`src/design/lbp_pkg.sv`:
```
`default_nettype none
package lbp_pkg;

	// ------------------------------
	// clocking and timebases
	// ------------------------------
	localparam int CLK_HZ       = 100_000_000;
	localparam int FAST_HZ      = 48_000_000;
	localparam int SLOW_HZ      = 32_768;
	localparam int CLK_MHZ      = CLK_HZ / 1_000_000;
	localparam int FAST_MHZ     = FAST_HZ / 1_000_000;
	localparam int WDT_TICK_MS  = 200;
	// slow ticks per watchdog tick, rounded down
	localparam int WDT_DIV_DEF  = SLOW_HZ * WDT_TICK_MS / 1000;

	// ------------------------------
	// register map
	// ------------------------------
	localparam logic [7:0] OFF_CFG  = 8'h00;
	localparam logic [7:0] OFF_LIM  = 8'h04;
	localparam logic [7:0] OFF_DLY  = 8'h08;
	localparam logic [7:0] OFF_STEP = 8'h0c;
	localparam logic [7:0] OFF_INT  = 8'h10;
	localparam logic [7:0] OFF_STAT = 8'h14;
	localparam logic [1:0] RESP_OK  = 2'h0;
	localparam logic [1:0] RESP_ERR = 2'h2;

	// ------------------------------
	// fields and reset values
	// ------------------------------
	typedef enum logic [1:0] {
		CTL_OFF     = 2'h0,
		CTL_BREATHE = 2'h1,
		CTL_BLINK   = 2'h2,
		CTL_ON      = 2'h3
	} lbp_ctl_type;

	typedef struct packed {
		logic [7:0]  wdt_reload;
		logic        soft_reset;
		logic        enable_update;
		logic [1:0]  width_sel;
		logic        mirrored;
		logic        clk_fast;
		lbp_ctl_type control;
	} lbp_cfg_type;

	typedef struct packed {
		logic [7:0] high_limit;
		logic [7:0] low_limit;
	} lbp_lim_type;

	typedef struct packed {
		logic [11:0] high_hold;
		logic [11:0] low_reload;
	} lbp_dly_type;

	localparam logic [7:0]  WDT_RST = 8'h14;
	localparam lbp_cfg_type CFG_RST = '{WDT_RST, 1'b0, 1'b0, 2'h0,
		1'b0, 1'b0, CTL_OFF};
	localparam logic [1:0]  WID_7   = 2'h1;
	localparam logic [7:0]  MAX_8   = 8'hff;
	localparam logic [7:0]  MAX_7   = 8'h7f;
	localparam logic [7:0]  MAX_6   = 8'h3f;

	// ramp states, gray order along the cycle
	typedef enum logic [1:0] {
		ST_RISE = 2'b00,
		ST_HIGH = 2'b01,
		ST_FALL = 2'b11,
		ST_LOW  = 2'b10
	} lbp_state_type;

endpackage
`default_nettype wire

```
`src/design/lbp_core.sv`:
```
// How it works
// - blink mode on fast clock acts as general PWM, 8-bit width.
// - blink period is source clock over 256 times reload plus one.
// - watchdog has 8-bit down counter and 8-bit reload field.
// - reset loads watchdog counter with default 14h, four seconds.
// - config write or low-limit byte write reloads watchdog counter.
// - in general PWM mode, nonzero watchdog counter decrements once per 5 Hz tick.
// - step from one to zero pulses interrupt, forces control to on.
// - watchdog holds its count while the 5 Hz tick is absent.
// - reload zero disables watchdog; each count is 200 ms.
// - breathing phase counter wraps at 255, 127 or 63 by width.
// - control off clears counters and working registers.
// - rising ramp adds segment step on each delay update.
// - at high limit hold for hold time, then ramp down.
// - at or below low limit hold, then ramp up again.
// - symmetric mode picks segment from duty bits 7:5.
// - asymmetric mode picks segment from falling flag and duty 7:6.
// - blink delay counter runs on chosen clock, prescales PWM counter.
// - delay reload zero passes source clock straight to PWM counter.
// - blink mode PWM counter is always 8-bit.
// - blink duty zero is off; control 3 forces fully on.
// - step, interval and hold ignored in blink mode.
// - watchdog interrupt lasts exactly one clock cycle.
// - limit writes staged, applied when PWM period ends.
// - other staged values copied at period end only if update enabled.
//
// The AXI4-Lite interface to the registers and the placing of the registers were chosen for this implementation.
`timescale 1ns/1ps
`default_nettype none
module lbp_core
	import lbp_pkg::*;
#(
	parameter int WDT_DIV = WDT_DIV_DEF
) (
	input  wire logic        MCLK_I,
	input  wire logic        RESET_I,
	input  wire logic [7:0]  S_AXI_AWADDR_I,
	input  wire logic        S_AXI_AWVALID_I,
	output logic             S_AXI_AWREADY_O,
	input  wire logic [31:0] S_AXI_WDATA_I,
	input  wire logic [3:0]  S_AXI_WSTRB_I,
	input  wire logic        S_AXI_WVALID_I,
	output logic             S_AXI_WREADY_O,
	output logic [1:0]       S_AXI_BRESP_O,
	output logic             S_AXI_BVALID_O,
	input  wire logic        S_AXI_BREADY_I,
	input  wire logic [7:0]  S_AXI_ARADDR_I,
	input  wire logic        S_AXI_ARVALID_I,
	output logic             S_AXI_ARREADY_O,
	output logic [31:0]      S_AXI_RDATA_O,
	output logic [1:0]       S_AXI_RRESP_O,
	output logic             S_AXI_RVALID_O,
	input  wire logic        S_AXI_RREADY_I,
	output logic             LED_O,
	output logic             WDT_IRQ_O
);

	// ------------------------------
	// declarations
	// ------------------------------
	logic [7:0]    aw_addr_q;
	logic          aw_have_q;
	logic [31:0]   w_data_q;
	logic [3:0]    w_strb_q;
	logic          w_have_q;
	logic          bvalid_q;
	logic [1:0]    bresp_q;
	logic          rvalid_q;
	logic [1:0]    rresp_q;
	logic [31:0]   rdata_q;
	logic [31:0]   rd_data;
	logic          rd_ok;
	logic          wr_go;
	logic          wr_cfg;
	logic          wr_lim;
	logic [31:0]   wr_cfg_word;
	lbp_cfg_type   cfg_q;
	lbp_cfg_type   cfg_w;
	lbp_lim_type   lim_h_q;
	lbp_lim_type   lim_w_q;
	lbp_dly_type   dly_h_q;
	lbp_dly_type   dly_w_q;
	logic [31:0]   step_h_q;
	logic [31:0]   step_w_q;
	logic [31:0]   int_h_q;
	logic [31:0]   int_w_q;
	logic [6:0]    acc_fast_q;
	logic [26:0]   acc_slow_q;
	logic          t_fast_q;
	logic          t_slow_q;
	logic [12:0]   div5_q;
	logic          t5_q;
	logic [7:0]    wdt_q;
	logic          wdt_load;
	logic          wdt_fire;
	logic          irq_q;
	lbp_state_type state_q;
	logic [7:0]    duty_q;
	logic [11:0]   dly_q;
	logic [7:0]    pwm_q;
	logic          led_q;
	logic          blink;
	logic          breathe;
	logic          gp_mode;
	logic          src_tick;
	logic          pwm_adv;
	logic          per_end;
	logic [7:0]    pwm_max;
	logic [7:0]    duty_eff;
	logic [2:0]    seg;
	logic [3:0]    step_n;
	logic [3:0]    int_n;

	// byte-lane merge of a write into a register word
	function automatic logic [31:0] merge(input logic [31:0] old,
		input logic [31:0] dat, input logic [3:0] strb);
		logic [31:0] r;
		r = old;
		for (int i = 0; i < 4; i++) begin
			if (strb[i]) begin
				r[8*i +: 8] = dat[8*i +: 8];
			end
		end
		return r;
	endfunction

	// ------------------------------
	// bus slave
	// ------------------------------
	// address and data may come in either order; held until both seen
	assign S_AXI_AWREADY_O = !aw_have_q && !bvalid_q;
	assign S_AXI_WREADY_O  = !w_have_q && !bvalid_q;
	assign S_AXI_BVALID_O  = bvalid_q;
	assign S_AXI_BRESP_O   = bresp_q;
	assign S_AXI_ARREADY_O = !rvalid_q;
	assign S_AXI_RVALID_O  = rvalid_q;
	assign S_AXI_RRESP_O   = rresp_q;
	assign S_AXI_RDATA_O   = rdata_q;
	assign wr_go  = aw_have_q && w_have_q;
	assign wr_cfg = wr_go && aw_addr_q == OFF_CFG;
	assign wr_lim = wr_go && aw_addr_q == OFF_LIM;

	// write channel capture and response
	always_ff @(posedge MCLK_I) begin
		if (RESET_I) begin
			aw_have_q <= 1'b0;
			w_have_q  <= 1'b0;
			aw_addr_q <= 8'h00;
			w_data_q  <= 32'h0;
			w_strb_q  <= 4'h0;
			bvalid_q  <= 1'b0;
			bresp_q   <= RESP_OK;
		end else begin
			if (S_AXI_AWVALID_I && S_AXI_AWREADY_O) begin
				aw_have_q <= 1'b1;
				aw_addr_q <= S_AXI_AWADDR_I;
			end
			if (S_AXI_WVALID_I && S_AXI_WREADY_O) begin
				w_have_q <= 1'b1;
				w_data_q <= S_AXI_WDATA_I;
				w_strb_q <= S_AXI_WSTRB_I;
			end
			if (wr_go) begin
				aw_have_q <= 1'b0;
				w_have_q  <= 1'b0;
				bvalid_q  <= 1'b1;
				bresp_q   <= (aw_addr_q <= OFF_INT && aw_addr_q[1:0] == 2'h0)
					? RESP_OK : RESP_ERR;
			end else if (S_AXI_BREADY_I) begin
				bvalid_q <= 1'b0;
			end
		end
	end

	// read decode; status word shows live engine state
	always_comb begin
		rd_ok   = 1'b1;
		rd_data = 32'h0;
		case (S_AXI_ARADDR_I)
			OFF_CFG:  rd_data = {16'h0, cfg_q};
			OFF_LIM:  rd_data = {16'h0, lim_h_q};
			OFF_DLY:  rd_data = {8'h0, dly_h_q};
			OFF_STEP: rd_data = step_h_q;
			OFF_INT:  rd_data = int_h_q;
			OFF_STAT: rd_data = {6'h0, state_q, wdt_q, duty_q, pwm_q};
			default:  rd_ok = 1'b0;
		endcase
	end

	// read answer one cycle after the address is taken
	always_ff @(posedge MCLK_I) begin
		if (RESET_I) begin
			rvalid_q <= 1'b0;
			rdata_q  <= 32'h0;
			rresp_q  <= RESP_OK;
		end else if (S_AXI_ARVALID_I && !rvalid_q) begin
			rvalid_q <= 1'b1;
			rdata_q  <= rd_data;
			rresp_q  <= rd_ok ? RESP_OK : RESP_ERR;
		end else if (S_AXI_RREADY_I) begin
			rvalid_q <= 1'b0;
		end
	end

	// ------------------------------
	// configuration and staging
	// ------------------------------
	assign wr_cfg_word = merge({16'h0, cfg_q}, w_data_q, w_strb_q);
	assign cfg_w = wr_cfg_word[15:0];

	// config writes act at once; soft reset restores defaults
	always_ff @(posedge MCLK_I) begin
		if (RESET_I) begin
			cfg_q <= CFG_RST;
		end else begin
			if (wr_cfg) begin
				cfg_q <= cfg_w.soft_reset ? CFG_RST : cfg_w;
			end
			if (wdt_fire) begin
				cfg_q.control <= CTL_ON;
			end
		end
	end

	// holding copies, written by software at any time
	always_ff @(posedge MCLK_I) begin
		if (RESET_I || (wr_cfg && cfg_w.soft_reset)) begin
			lim_h_q  <= '0;
			dly_h_q  <= '0;
			step_h_q <= 32'h0;
			int_h_q  <= 32'h0;
		end else if (wr_go) begin
			case (aw_addr_q)
				OFF_LIM:  lim_h_q  <= 16'(merge({16'h0, lim_h_q}, w_data_q, w_strb_q));
				OFF_DLY:  dly_h_q  <= 24'(merge({8'h0, dly_h_q}, w_data_q, w_strb_q));
				OFF_STEP: step_h_q <= merge(step_h_q, w_data_q, w_strb_q);
				OFF_INT:  int_h_q  <= merge(int_h_q, w_data_q, w_strb_q);
				default:  ;
			endcase
		end
	end

	// working copies move only at a period boundary
	always_ff @(posedge MCLK_I) begin
		if (RESET_I || cfg_q.control == CTL_OFF) begin
			lim_w_q  <= '0;
			dly_w_q  <= '0;
			step_w_q <= 32'h0;
			int_w_q  <= 32'h0;
		end else if (per_end) begin
			lim_w_q <= lim_h_q;
			if (cfg_q.enable_update) begin
				dly_w_q  <= dly_h_q;
				step_w_q <= step_h_q;
				int_w_q  <= int_h_q;
			end
		end
	end

	// ------------------------------
	// timebases
	// ------------------------------
	// fractional dividers: average rate exact, single ticks jitter
	always_ff @(posedge MCLK_I) begin
		if (RESET_I) begin
			acc_fast_q <= 7'h00;
			t_fast_q   <= 1'b0;
		end else if (acc_fast_q >= 7'(CLK_MHZ - FAST_MHZ)) begin
			acc_fast_q <= acc_fast_q - 7'(CLK_MHZ - FAST_MHZ);
			t_fast_q   <= 1'b1;
		end else begin
			acc_fast_q <= acc_fast_q + 7'(FAST_MHZ);
			t_fast_q   <= 1'b0;
		end
	end

	always_ff @(posedge MCLK_I) begin
		if (RESET_I) begin
			acc_slow_q <= 27'h0;
			t_slow_q   <= 1'b0;
		end else if (acc_slow_q >= 27'(CLK_HZ - SLOW_HZ)) begin
			acc_slow_q <= acc_slow_q - 27'(CLK_HZ - SLOW_HZ);
			t_slow_q   <= 1'b1;
		end else begin
			acc_slow_q <= acc_slow_q + 27'(SLOW_HZ);
			t_slow_q   <= 1'b0;
		end
	end

	always_ff @(posedge MCLK_I) begin
		if (RESET_I) begin
			div5_q <= 13'h0;
			t5_q   <= 1'b0;
		end else begin
			t5_q <= 1'b0;
			if (t_slow_q) begin
				if (div5_q == 13'(WDT_DIV - 1)) begin
					div5_q <= 13'h0;
					t5_q   <= 1'b1;
				end else begin
					div5_q <= div5_q + 13'h1;
				end
			end
		end
	end

	// ------------------------------
	// watchdog
	// ------------------------------
	// fast-clock blink is general PWM
	assign gp_mode  = blink && cfg_q.clk_fast;
	assign wdt_load = wr_cfg || (wr_lim && w_strb_q[0]);
	// a refresh in the same cycle beats the timeout
	assign wdt_fire = gp_mode && t5_q && wdt_q == 8'h01 && !wdt_load;
	assign WDT_IRQ_O = irq_q;

	always_ff @(posedge MCLK_I) begin
		if (RESET_I) begin
			wdt_q <= WDT_RST;
		end else if (wdt_load) begin
			// soft reset reloads the default, matching the config it leaves behind
			if (wr_cfg && cfg_w.soft_reset) begin
				wdt_q <= WDT_RST;
			end else begin
				wdt_q <= wr_cfg ? cfg_w.wdt_reload : cfg_q.wdt_reload;
			end
		end else if (gp_mode && t5_q && wdt_q != 8'h00) begin
			wdt_q <= wdt_q - 8'h01;
		end
	end

	always_ff @(posedge MCLK_I) begin
		if (RESET_I) begin
			irq_q <= 1'b0;
		end else begin
			irq_q <= wdt_fire;
		end
	end

	// ------------------------------
	// counters and ramp engine
	// ------------------------------
	assign blink    = cfg_q.control == CTL_BLINK;
	assign breathe  = cfg_q.control == CTL_BREATHE;
	assign src_tick = cfg_q.clk_fast ? t_fast_q : t_slow_q;
	assign pwm_adv  = blink ? (src_tick && dly_q == 12'h0) : (breathe && t_slow_q);

	always_comb begin
		if (blink || cfg_q.width_sel == 2'h0) begin
			pwm_max = MAX_8;
		end else if (cfg_q.width_sel == WID_7) begin
			pwm_max = MAX_7;
		end else begin
			pwm_max = MAX_6;
		end
	end
	// >= also ends a lap begun before a narrower width was chosen
	assign per_end = pwm_adv && pwm_q >= pwm_max;

	assign seg    = cfg_q.mirrored ? duty_q[7:5] : {state_q == ST_FALL, duty_q[7:6]};
	assign step_n = step_w_q[4*seg +: 4];
	assign int_n  = int_w_q[4*seg +: 4];

	// phase counter wraps at width limit
	always_ff @(posedge MCLK_I) begin
		if (RESET_I || cfg_q.control == CTL_OFF) begin
			pwm_q <= 8'h00;
		end else if (pwm_adv) begin
			pwm_q <= per_end ? 8'h00 : pwm_q + 8'h01;
		end
	end

	// delay counter: prescaler in blink, update timer in breathing
	always_ff @(posedge MCLK_I) begin
		if (RESET_I || cfg_q.control == CTL_OFF) begin
			state_q <= ST_RISE;
			duty_q  <= 8'h00;
			dly_q   <= 12'h0;
		end else if (blink) begin
			if (src_tick) begin
				dly_q <= dly_q == 12'h0 ? dly_w_q.low_reload : dly_q - 12'h1;
			end
		end else if (breathe && per_end) begin
			if (dly_q != 12'h0) begin
				dly_q <= dly_q - 12'h1;
			end else begin
				case (state_q)
					ST_RISE: begin
						if ({1'b0, duty_q} + {5'h0, step_n} >= {1'b0, lim_w_q.high_limit}) begin
							duty_q  <= lim_w_q.high_limit;
							state_q <= ST_HIGH;
							dly_q   <= dly_w_q.high_hold;
						end else begin
							duty_q <= duty_q + {4'h0, step_n};
							dly_q  <= {8'h0, int_n};
						end
					end
					ST_HIGH: begin
						state_q <= ST_FALL;
						dly_q   <= {8'h0, int_n};
					end
					ST_FALL: begin
						if ({1'b0, duty_q} <= {1'b0, lim_w_q.low_limit} + {5'h0, step_n}) begin
							duty_q  <= lim_w_q.low_limit;
							state_q <= ST_LOW;
							dly_q   <= dly_w_q.low_reload;
						end else begin
							duty_q <= duty_q - {4'h0, step_n};
							dly_q  <= {8'h0, int_n};
						end
					end
					ST_LOW: begin
						state_q <= ST_RISE;
						dly_q   <= {8'h0, int_n};
					end
					default: state_q <= ST_RISE;
				endcase
			end
		end
	end

	// ------------------------------
	// output
	// ------------------------------
	// blink duty is the low limit only
	assign duty_eff = blink ? lim_w_q.low_limit : duty_q;
	assign LED_O    = led_q;

	always_ff @(posedge MCLK_I) begin
		if (RESET_I) begin
			led_q <= 1'b0;
		end else if (cfg_q.control == CTL_ON) begin
			led_q <= 1'b1;
		end else if (blink || breathe) begin
			led_q <= pwm_q < duty_eff;
		end else begin
			led_q <= 1'b0;
		end
	end
endmodule
`default_nettype wire

```
`config.mk`:
```
export PLATFORM = sky130hd
export DESIGN_NAME = lbp_core
export DESIGN_NICKNAME = d
export VERILOG_FILES = /design/src/design/lbp_pkg.sv /design/src/design/lbp_core.sv
export SDC_FILE = /design/constraint.sdc
export NUM_CORES = 1
export LEC_CHECK = 0
export ABC_AREA = 1
export BUFFER_PORTS_ARGS = -buffer_cell sky130_fd_sc_hd__buf_2
export CAP_MARGIN = 15
export CELL_PAD_IN_SITES_DETAIL_PLACEMENT = 2
export CELL_PAD_IN_SITES_GLOBAL_PLACEMENT = 2
export CORE_MARGIN = 2
export CORE_UTILIZATION = 35
export CTS_CLUSTER_SIZE = 16
export DETAILED_ROUTE_END_ITERATION = 8
export PLACE_DENSITY_LB_ADDON = 0.25
export SYNTH_ARGS = -nofsm -noshare
export SYNTH_HDL_FRONTEND = slang
export SYNTH_SLANG_ARGS = --single-unit
export TNS_END_PERCENT = 50
```
`constraint.sdc`:
```
create_clock -name MCLK_I -period 5.55 [get_ports MCLK_I]
set_input_delay 0.2775 -clock MCLK_I [delete_from_list [all_inputs] [get_ports MCLK_I]]
set_output_delay 0.2775 -clock MCLK_I [all_outputs]
set_load 0.02 [all_outputs]
```
# Yosys cells after proc, flatten, opt, wreduce, memory -nomap -nowiden
# Index checks and enable logic that the tools add are counted.
# W data, S select, Z words.
# word_totals
register_bits	398
inputBits	59
out_inout_bits	43
elab_cells	211
# classes
n_addsub	12
order_cmp	7
n_eq_ne	21
n_shift	2
n_mux	46
bitwise	3
reduce_logical	70
# op_table
cell	n
$pmux W32 S6	1
$mux W8	11
$mux W12	7
$shiftx A32 B6 Y4	2
$reduce_and A3 Y1	13
$pmux W12 S3	1
$eq A8 B4 Y1 const B	4
$add A27 B16 Y27 const B	1
$ge A27 B27 Y1 const B	1
$mux W27	1
$sub A27 B27 Y27 const B	1
$eq A8 B5 Y1 const B	3
$logic_and A1 B1 Y1	20
$add A8 B4 Y9	2
$eq A8 B3 Y1 const B	2
$logic_not A8 Y1	2
$mux W16	1
$pmux W8 S2	1
$mux W7	2
$reduce_bool A2 Y1	7
$add A13 B1 Y13 const B	1
$eq A13 B13 Y1 const B	1
$mux W13	1
$logic_not A12 Y1	1
other kinds (34)	74

# Depth between registers and ports, before layout
# depth
depth_word	10
depth_mapped	32
depth_no_buf	29

# Worst setup path after synthesis
# Ideal clock, no wire load.
# synth_path
path_type	reg-to-reg
startpoint	register duty_q[6]
endpoint	register duty_q[2]
arrival_ns	4.183
required_ns	5.435
setup_slack_ns	1.252
path_stages_with_launch	28
path_cell_list	dfxtp_1 buf_2 inv_1 o21ai_0 buf_2 clkbuf_1 a21oi_1 o21ai_0 nand2_1 nand2_1 o21ai_0 fa_1 o21ai_1 nand2_1 nor2_1 xor2_1 inv_1 ha_1 a21oi_1 a21boi_0 nand2_1 nand2_1 nand3_2 buf_4 o211ai_1 nand2_1 nor2_1 nor2_1
# synth_via
elab_chain_cells	6
# synth_lines
item	line_no	text
start: declaration	lbp_core.sv:98	logic [7:0] duty_q;
start signal: assignment	lbp_core.sv:390	duty_q <= lim_w_q.high_limit;
start signal: assignment	lbp_core.sv:394	duty_q <= duty_q + {4'h0, step_n};
start signal: assignment	lbp_core.sv:404	duty_q <= lim_w_q.low_limit;
$mux W3	lbp_core.sv:360	assign seg = cfg_q.mirrored ? duty_q[7:5] : {state_q == ST_FALL, duty_q[7:6]};
$shiftx A32 B6 Y4	lbp_core.sv:361	assign step_n = step_w_q[4*seg +: 4];
$add A8 B4 Y9 (on tied branches)	lbp_core.sv:403, lbp_core.sv:389	
$le A8 B9 Y1 or $ge A9 B8 Y1 (tied branches)	lbp_core.sv:403, lbp_core.sv:389	
$mux W8 (on tied branches)	lbp_core.sv:403, lbp_core.sv:389	
$pmux W8 S2 (*)	lbp_core.sv:387	case (state_q)
# Every way passes the cells marked *; elsewhere a longest branch is shown, timed or not.
# A chain may end at the register's enable or synchronous reset.

# Worst setup path in the final report
# layout_path
startpoint	register cfg_q[3] (netlist name)
endpoint	register dly_q[6]
# layout_via
elab_chain_cells	9
# layout_lines
item	line_no	text
start: declaration	lbp_core.sv:77	lbp_cfg_type cfg_q;
start signal: assignment	lbp_core.sv:217	cfg_q <= cfg_w.soft_reset ? CFG_RST : cfg_w;
$mux W3 (*)	lbp_core.sv:360	
$shiftx A32 B6 Y4 (*)	lbp_core.sv:361	
$add A8 B4 Y9 (on tied branches)	lbp_core.sv:403, lbp_core.sv:389	
$le A8 B9 Y1 or $ge A9 B8 Y1 (tied branches)	lbp_core.sv:403, lbp_core.sv:389	
$mux W12 (on tied branches)	lbp_core.sv:403, lbp_core.sv:389	
$pmux W12 S3 (*)	lbp_core.sv:387	
$mux W12 (*)	lbp_core.sv:384	if (dly_q != 12'h0) begin
$mux W12 (*)	lbp_core.sv:383	end else if (breathe && per_end) begin
$mux W12 (*)	lbp_core.sv:379	end else if (blink) begin
end signal: assignment	lbp_core.sv:381	dly_q <= dly_q == 12'h0 ? dly_w_q.low_reload : dly_q - 12'h1;
end signal: assignment	lbp_core.sv:385	dly_q <= dly_q - 12'h1;
end signal: assignment	lbp_core.sv:392	dly_q <= dly_w_q.high_hold;
end: declaration	lbp_core.sv:99	logic [11:0] dly_q;
# Every way passes the cells marked *; elsewhere a longest branch is shown, timed or not. The select of a mux whose other input is x is not followed.

==> report_table.html <==
<table>
<tr><th>Metric</th><th>Value</th></tr>
<tr><th colspan="2">Final layout</th></tr>
<tr><td>Share of final-layout standard cells stronger than drive strength 1</td><td>8.567%</td></tr>
<tr><td>Post-layout net count</td><td>2,831</td></tr>
<tr><td>Non-filler instance count after layout</td><td>between 3,000 and 4,000</td></tr>
<tr><td>Commonest cells after routing, fill and taps aside</td><td>nand2_1, dfxtp_1, a21oi_1, inv_1, o21ai_0</td></tr>
<tr><td>Area growth from synthesis to layout</td><td>15.35%</td></tr>
<tr><td>Total non-filler cell area in the finished layout</td><td>between 20,000 and 25,000 um^2</td></tr>
<tr><td>Leading cell type in the layout, fill and taps excluded</td><td>nand2_1</td></tr>
<tr><td>Fillcell total</td><td>~6,200</td></tr>
<tr><th colspan="2">Clock tree</th></tr>
<tr><td>Clock Tree Root</td><td>clkbuf_16</td></tr>
<tr><td>TritonCTS Buffers</td><td>between 40 and 50</td></tr>
<tr><td>Clock transition time at the flip-flop clock pins of the worst setup and hold paths</td><td>60 ps</td></tr>
<tr><td>H-Tree Depth</td><td>2</td></tr>
<tr><td>Number of buffers between clock root and the deepest sink</td><td>3</td></tr>
<tr><td>Clk Latency, worst-skew pair</td><td>roughly 600 ps</td></tr>
<tr><td>Post-CTS setup-driven buffer insertion count</td><td>0</td></tr>
<tr><td>CTS tree</td><td>built</td></tr>
<tr><td>CTS Sinks</td><td>385</td></tr>
<tr><th colspan="2">Power and ir drop</th></tr>
<tr><td>Switching portion of total power</td><td>~26%</td></tr>
<tr><td>Power per cell area</td><td>294.5 nW/um^2</td></tr>
<tr><td>Clock share of power</td><td>between 40% and 50%</td></tr>
<tr><td>Power share of the sequential group</td><td>a little under half</td></tr>
<tr><td>Worst ir drop on vdd</td><td>between 0.0002 and 0.00025 V</td></tr>
<tr><td>Net switching power</td><td>0.001622 W</td></tr>
<tr><td>Leakage component of the power</td><td>about 8.4 nW</td></tr>
<tr><td>Total power of the final layout</td><td>about 0.0063 W</td></tr>
<tr><td>Int Power</td><td>around 0.0047 W</td></tr>
<tr><td>Combinational share of power</td><td>~6%</td></tr>
<tr><th colspan="2">Setup path</th></tr>
<tr><td>Crit end category</td><td>flip-flop</td></tr>
<tr><td>Critical setup path kind</td><td>flip-flop to flip-flop</td></tr>
<tr><td>Required time of the worst setup path</td><td>6060 ps</td></tr>
<tr><td>Worst path arrival time</td><td>5580 ps</td></tr>
<tr><td>Start of the worst register-to-register path</td><td>cfg_q[3]</td></tr>
<tr><td>Worst reg-to-reg path cell count</td><td>26</td></tr>
<tr><td>Crit start category</td><td>flip-flop</td></tr>
<tr><td>End of the worst register-to-register path</td><td>dly_q[6]</td></tr>
<tr><td>Crit-path max FO</td><td>17</td></tr>
<tr><td>Worst reg-to-reg setup slack</td><td>480 ps</td></tr>
<tr><th colspan="2">Hold path</th></tr>
<tr><td>Path type of the worst min-delay path</td><td>input pin to flip-flop</td></tr>
<tr><td>Worst hold path cell count</td><td>3</td></tr>
<tr><td>Launch instance of the worst min-delay path</td><td>S_AXI_WDATA_I[4]</td></tr>
<tr><td>Worst hold endpoint</td><td>w_data_q[4]</td></tr>
<tr><th colspan="2">Synthesis</th></tr>
<tr><td>Post-synth design cell area</td><td>~19,000 um^2</td></tr>
<tr><td>Primary flip-flop cell chosen by synthesis mapping</td><td>dfxtp_1</td></tr>
<tr><td>Synthesized area per cell</td><td>roughly 7 um^2</td></tr>
<tr><td>Number of distinct standard cells referenced by the synthesized netlist</td><td>50</td></tr>
<tr><td>Syn Inst Count</td><td>roughly 2,600</td></tr>
<tr><td>Share of flip-flops with an asynchronous set or reset</td><td>0%</td></tr>
<tr><td>Share of synthesized area occupied by flip-flops and latches</td><td>about two fifths</td></tr>
<tr><td>Synth warn</td><td>0</td></tr>
<tr><td>Number of register bits inferred by synthesis</td><td>385</td></tr>
<tr><td>Count of flip-flops with a built-in enable after synthesis</td><td>0</td></tr>
<tr><th colspan="2">Die</th></tr>
<tr><td>DIE WIDTH</td><td>234.2 um</td></tr>
<tr><td>Boundary pin count</td><td>roughly 100</td></tr>
<tr><td>Chip height</td><td>approximately 230 um</td></tr>
<tr><td>Number of rows created at floorplan</td><td>between 80 and 90</td></tr>
<tr><td>Initial standard-cell utilization of the core</td><td>a little over a third</td></tr>
<tr><td>Area of the core</td><td>approximately 52,000 um^2</td></tr>
<tr><td>Floorplan die area</td><td>54,830 um^2</td></tr>
<tr><th colspan="2">Timing</th></tr>
<tr><td>Final Setup Violations</td><td>0</td></tr>
<tr><td>Worst max-slew margin expressed relative to the limit</td><td>around 20%</td></tr>
<tr><td>Setup total negative slack</td><td>0 ps</td></tr>
<tr><td>RSZ-0062 raised after global routing</td><td>no</td></tr>
<tr><td>Number of slew-limit violations in the final report</td><td>0</td></tr>
<tr><td>Post-route clock period utilization</td><td>roughly nine tenths</td></tr>
<tr><td>Post-layout minimum cycle time</td><td>between 5000 and 6000 ps</td></tr>
<tr><td>Number of hold violations in the final report</td><td>0</td></tr>
<tr><td>Transition at the pin with the smallest max-transition slack</td><td>around 1200 ps</td></tr>
<tr><td>Post-layout worst setup margin</td><td>approximately 480 ps</td></tr>
<tr><td>Fin Clk Skew</td><td>between 20 and 30 ps</td></tr>
<tr><td>Highest clock rate</td><td>roughly 200 MHz</td></tr>
<tr><th colspan="2">Global routing</th></tr>
<tr><td>First-pass GRT wire length</td><td>between 100,000 and 150,000 um</td></tr>
<tr><td>Vias in the first global route</td><td>20,342</td></tr>
<tr><td>Initial antenna violation count</td><td>2</td></tr>
<tr><td>Total congestion overflow</td><td>0</td></tr>
<tr><td>Pin count of the biggest net entering global routing</td><td>84</td></tr>
<tr><td>Global-route usage over all layers</td><td>~30%</td></tr>
<tr><th colspan="2">Place</th></tr>
<tr><td>Weighted congestion reported at the end of routability-driven placement</td><td>between 0.8 and 0.9</td></tr>
<tr><td>Post-detail-place hpwl</td><td>about 60,000 um</td></tr>
<tr><td>Placement Setup Slack</td><td>between 150 and 200 ps</td></tr>
<tr><td>Cell count after placement</td><td>approximately 3,300</td></tr>
<tr><td>Placed Instance Area</td><td>approximately 20,000 um^2</td></tr>
<tr><td>Count of buffers from port buffering</td><td>99</td></tr>
<tr><th colspan="2">Route</th></tr>
<tr><td>Count of routing violations after the opening detailed-route iteration</td><td>approximately 1,200</td></tr>
<tr><td>Via density per instance</td><td>about 5.5</td></tr>
<tr><td>Final antenna-violating net count</td><td>0</td></tr>
<tr><td>Routed length per instance</td><td>23.93 um</td></tr>
<tr><td>WL final</td><td>a little over 80,000 um</td></tr>
<tr><td>Overall via count from detail_route</td><td>between 15,000 and 20,000</td></tr>
<tr><td>Total iterations of the first detailed-routing run</td><td>5</td></tr>
<tr><td>Number of remaining DRC errors</td><td>0</td></tr>
<tr><th colspan="2">Run status</th></tr>
<tr><td>Status</td><td>finished, final reports clean</td></tr>
<tr><th colspan="2">Job</th></tr>
<tr><td>Maxcap violations</td><td>0</td></tr>
</table>
critical path, cell delays in order, from the launching register on:
cell	delay, ps
dfxtp_2	520
nand2_1	240
o21ai_4	230
a21oi_1	130
o21ai_0	110
nand3_1	150
nand2_1	200
ha_1	230
inv_1	80
fa_1	400
o21ai_1	230
nand2_1	80
nor2_1	180
xor2_1	200
inv_1	70
ha_1	290
nand2_1	80
nor3_1	220
a21boi_0	150
nand2_1	120
nand2_1	70
nand3_2	280
buf_4	270
nand3_1	100
nand2_1	120
nand2_1	60
a21oi_1	160
cells by family (layout without fill, tap and decap cells):
family / count (synthesis) / count (layout) / share of synthesized area [%]
flip-flops: 385 / 385 / 41.57
AO/OA/AOI/OAI: 770 / 771 / 22.44
adder cells (fa/ha/maj): 63 / 63 / 4.373
other: 1 / 4 / 0.02022
XOR/XNOR: 30 / 30 / 1.417
AND/OR/NAND/NOR: 939 / 939 / 20.82
buffers and inverters: 432 / 553 / 9.360
layout make-up:
type / instances / area [um^2] / share of cell area (%)
flip-flops and latches: 385 / 7709 / 36.04
multi-input cells: 1805 / 9143 / 42.75
clock inverters: 19 / 165.2 / 0.7722
inverters: 310 / 1164 / 5.441
clock buffers: 62 / 1301 / 6.084
diodes: 2 / 5.005 / 0.02340
repair buffers: 162 / 1041 / 4.867
well taps: 688 / 860.8 / 4.025
state kept, by name, summed over array words and instances (netlist names), 19 cells and up:
name           count
int_w_q           32
dly_h_q           24
step_h_q          32
acc_slow_q        19
dly_w_q           24
step_w_q          32
int_h_q           32
S_AXI_RDATA_O     32
w_data_q          32
layer usage:
metal	global-route usage, %	vias to the layer above	routed length, um	part of all wire, %
li1	-	8849	-	-
met1	40.22	9612	37780	46
met2	50.90	411	39240	48
met3	2.930	104	3414	4.2
met4	7.793	0	1736	2.1
met5	0	-	0	0
timing repair:
| item | 4_1_cts | 5_1_grt |
|---|---|---|
| resized for setup | 0 | 4 |
| hold endpoints to repair | 29 | 0 |
| setup endpoints to repair | 0 | 22 |
| hold buffers | 29 | 0 |
worst max-delay path by stage:
stage / endpoint / depth (start not counted) / startpoint
4_1_cts: dly_q[11] / 25 / cfg_q[3]
3_5_place_dp: dly_q[11] / 25 / cfg_q[3]
6_report: dly_q[6] / 26 / cfg_q[3]
2_1_floorplan: duty_q[2] / 27 / duty_q[6]
3_3_place_gp: dly_q[2] / 25 / cfg_q[3]
5_1_grt: dly_q[6] / 26 / cfg_q[3]
power by group through the flow:
stage          Combinational, W  Sequential [W]  Clock (W)
2_1_floorplan          0.000210         0.00294          0
3_3_place_gp           0.000330         0.00297          0
3_5_place_dp           0.000350         0.00297          0
4_1_cts                0.000370         0.00291    0.00306
5_1_grt                0.000416         0.00292    0.00316
6_report               0.000372         0.00292    0.00301
Yosys cell counts, types with 7 or more instances:
cell type,count,area [um^2]
a22o_1,7,61.31
clkbuf_1,69,259.0
o211ai_1,7,52.55
a211oi_1,35,262.8
nor3_1,40,200.2
nand2_1,520,1952
xor2_1,24,210.2
ha_1,60,750.7
o21ai_0,295,1476
buf_2,33,165.2
a221oi_1,11,96.34
a21oi_1,349,1747
nand3_1,95,475.5
inv_1,305,1145
o22ai_1,23,143.9
a41oi_1,7,61.31
nand4_1,21,131.4
o21ai_1,9,45.04
dfxtp_1,385,7707
nor2_1,233,874.6
buf_4,9,67.56
per-stage QoR:
step	hold WS (ps)	utilization (%)
6_report	19.30	40.78
5_1_grt	49.05	40.78
4_1_cts	0.1769	40.72
3_5_place_dp	453.8	37.37
3_3_place_gp	441.7	37.37
2_1_floorplan	424.5	-
(Power assumes the default switching activity.)
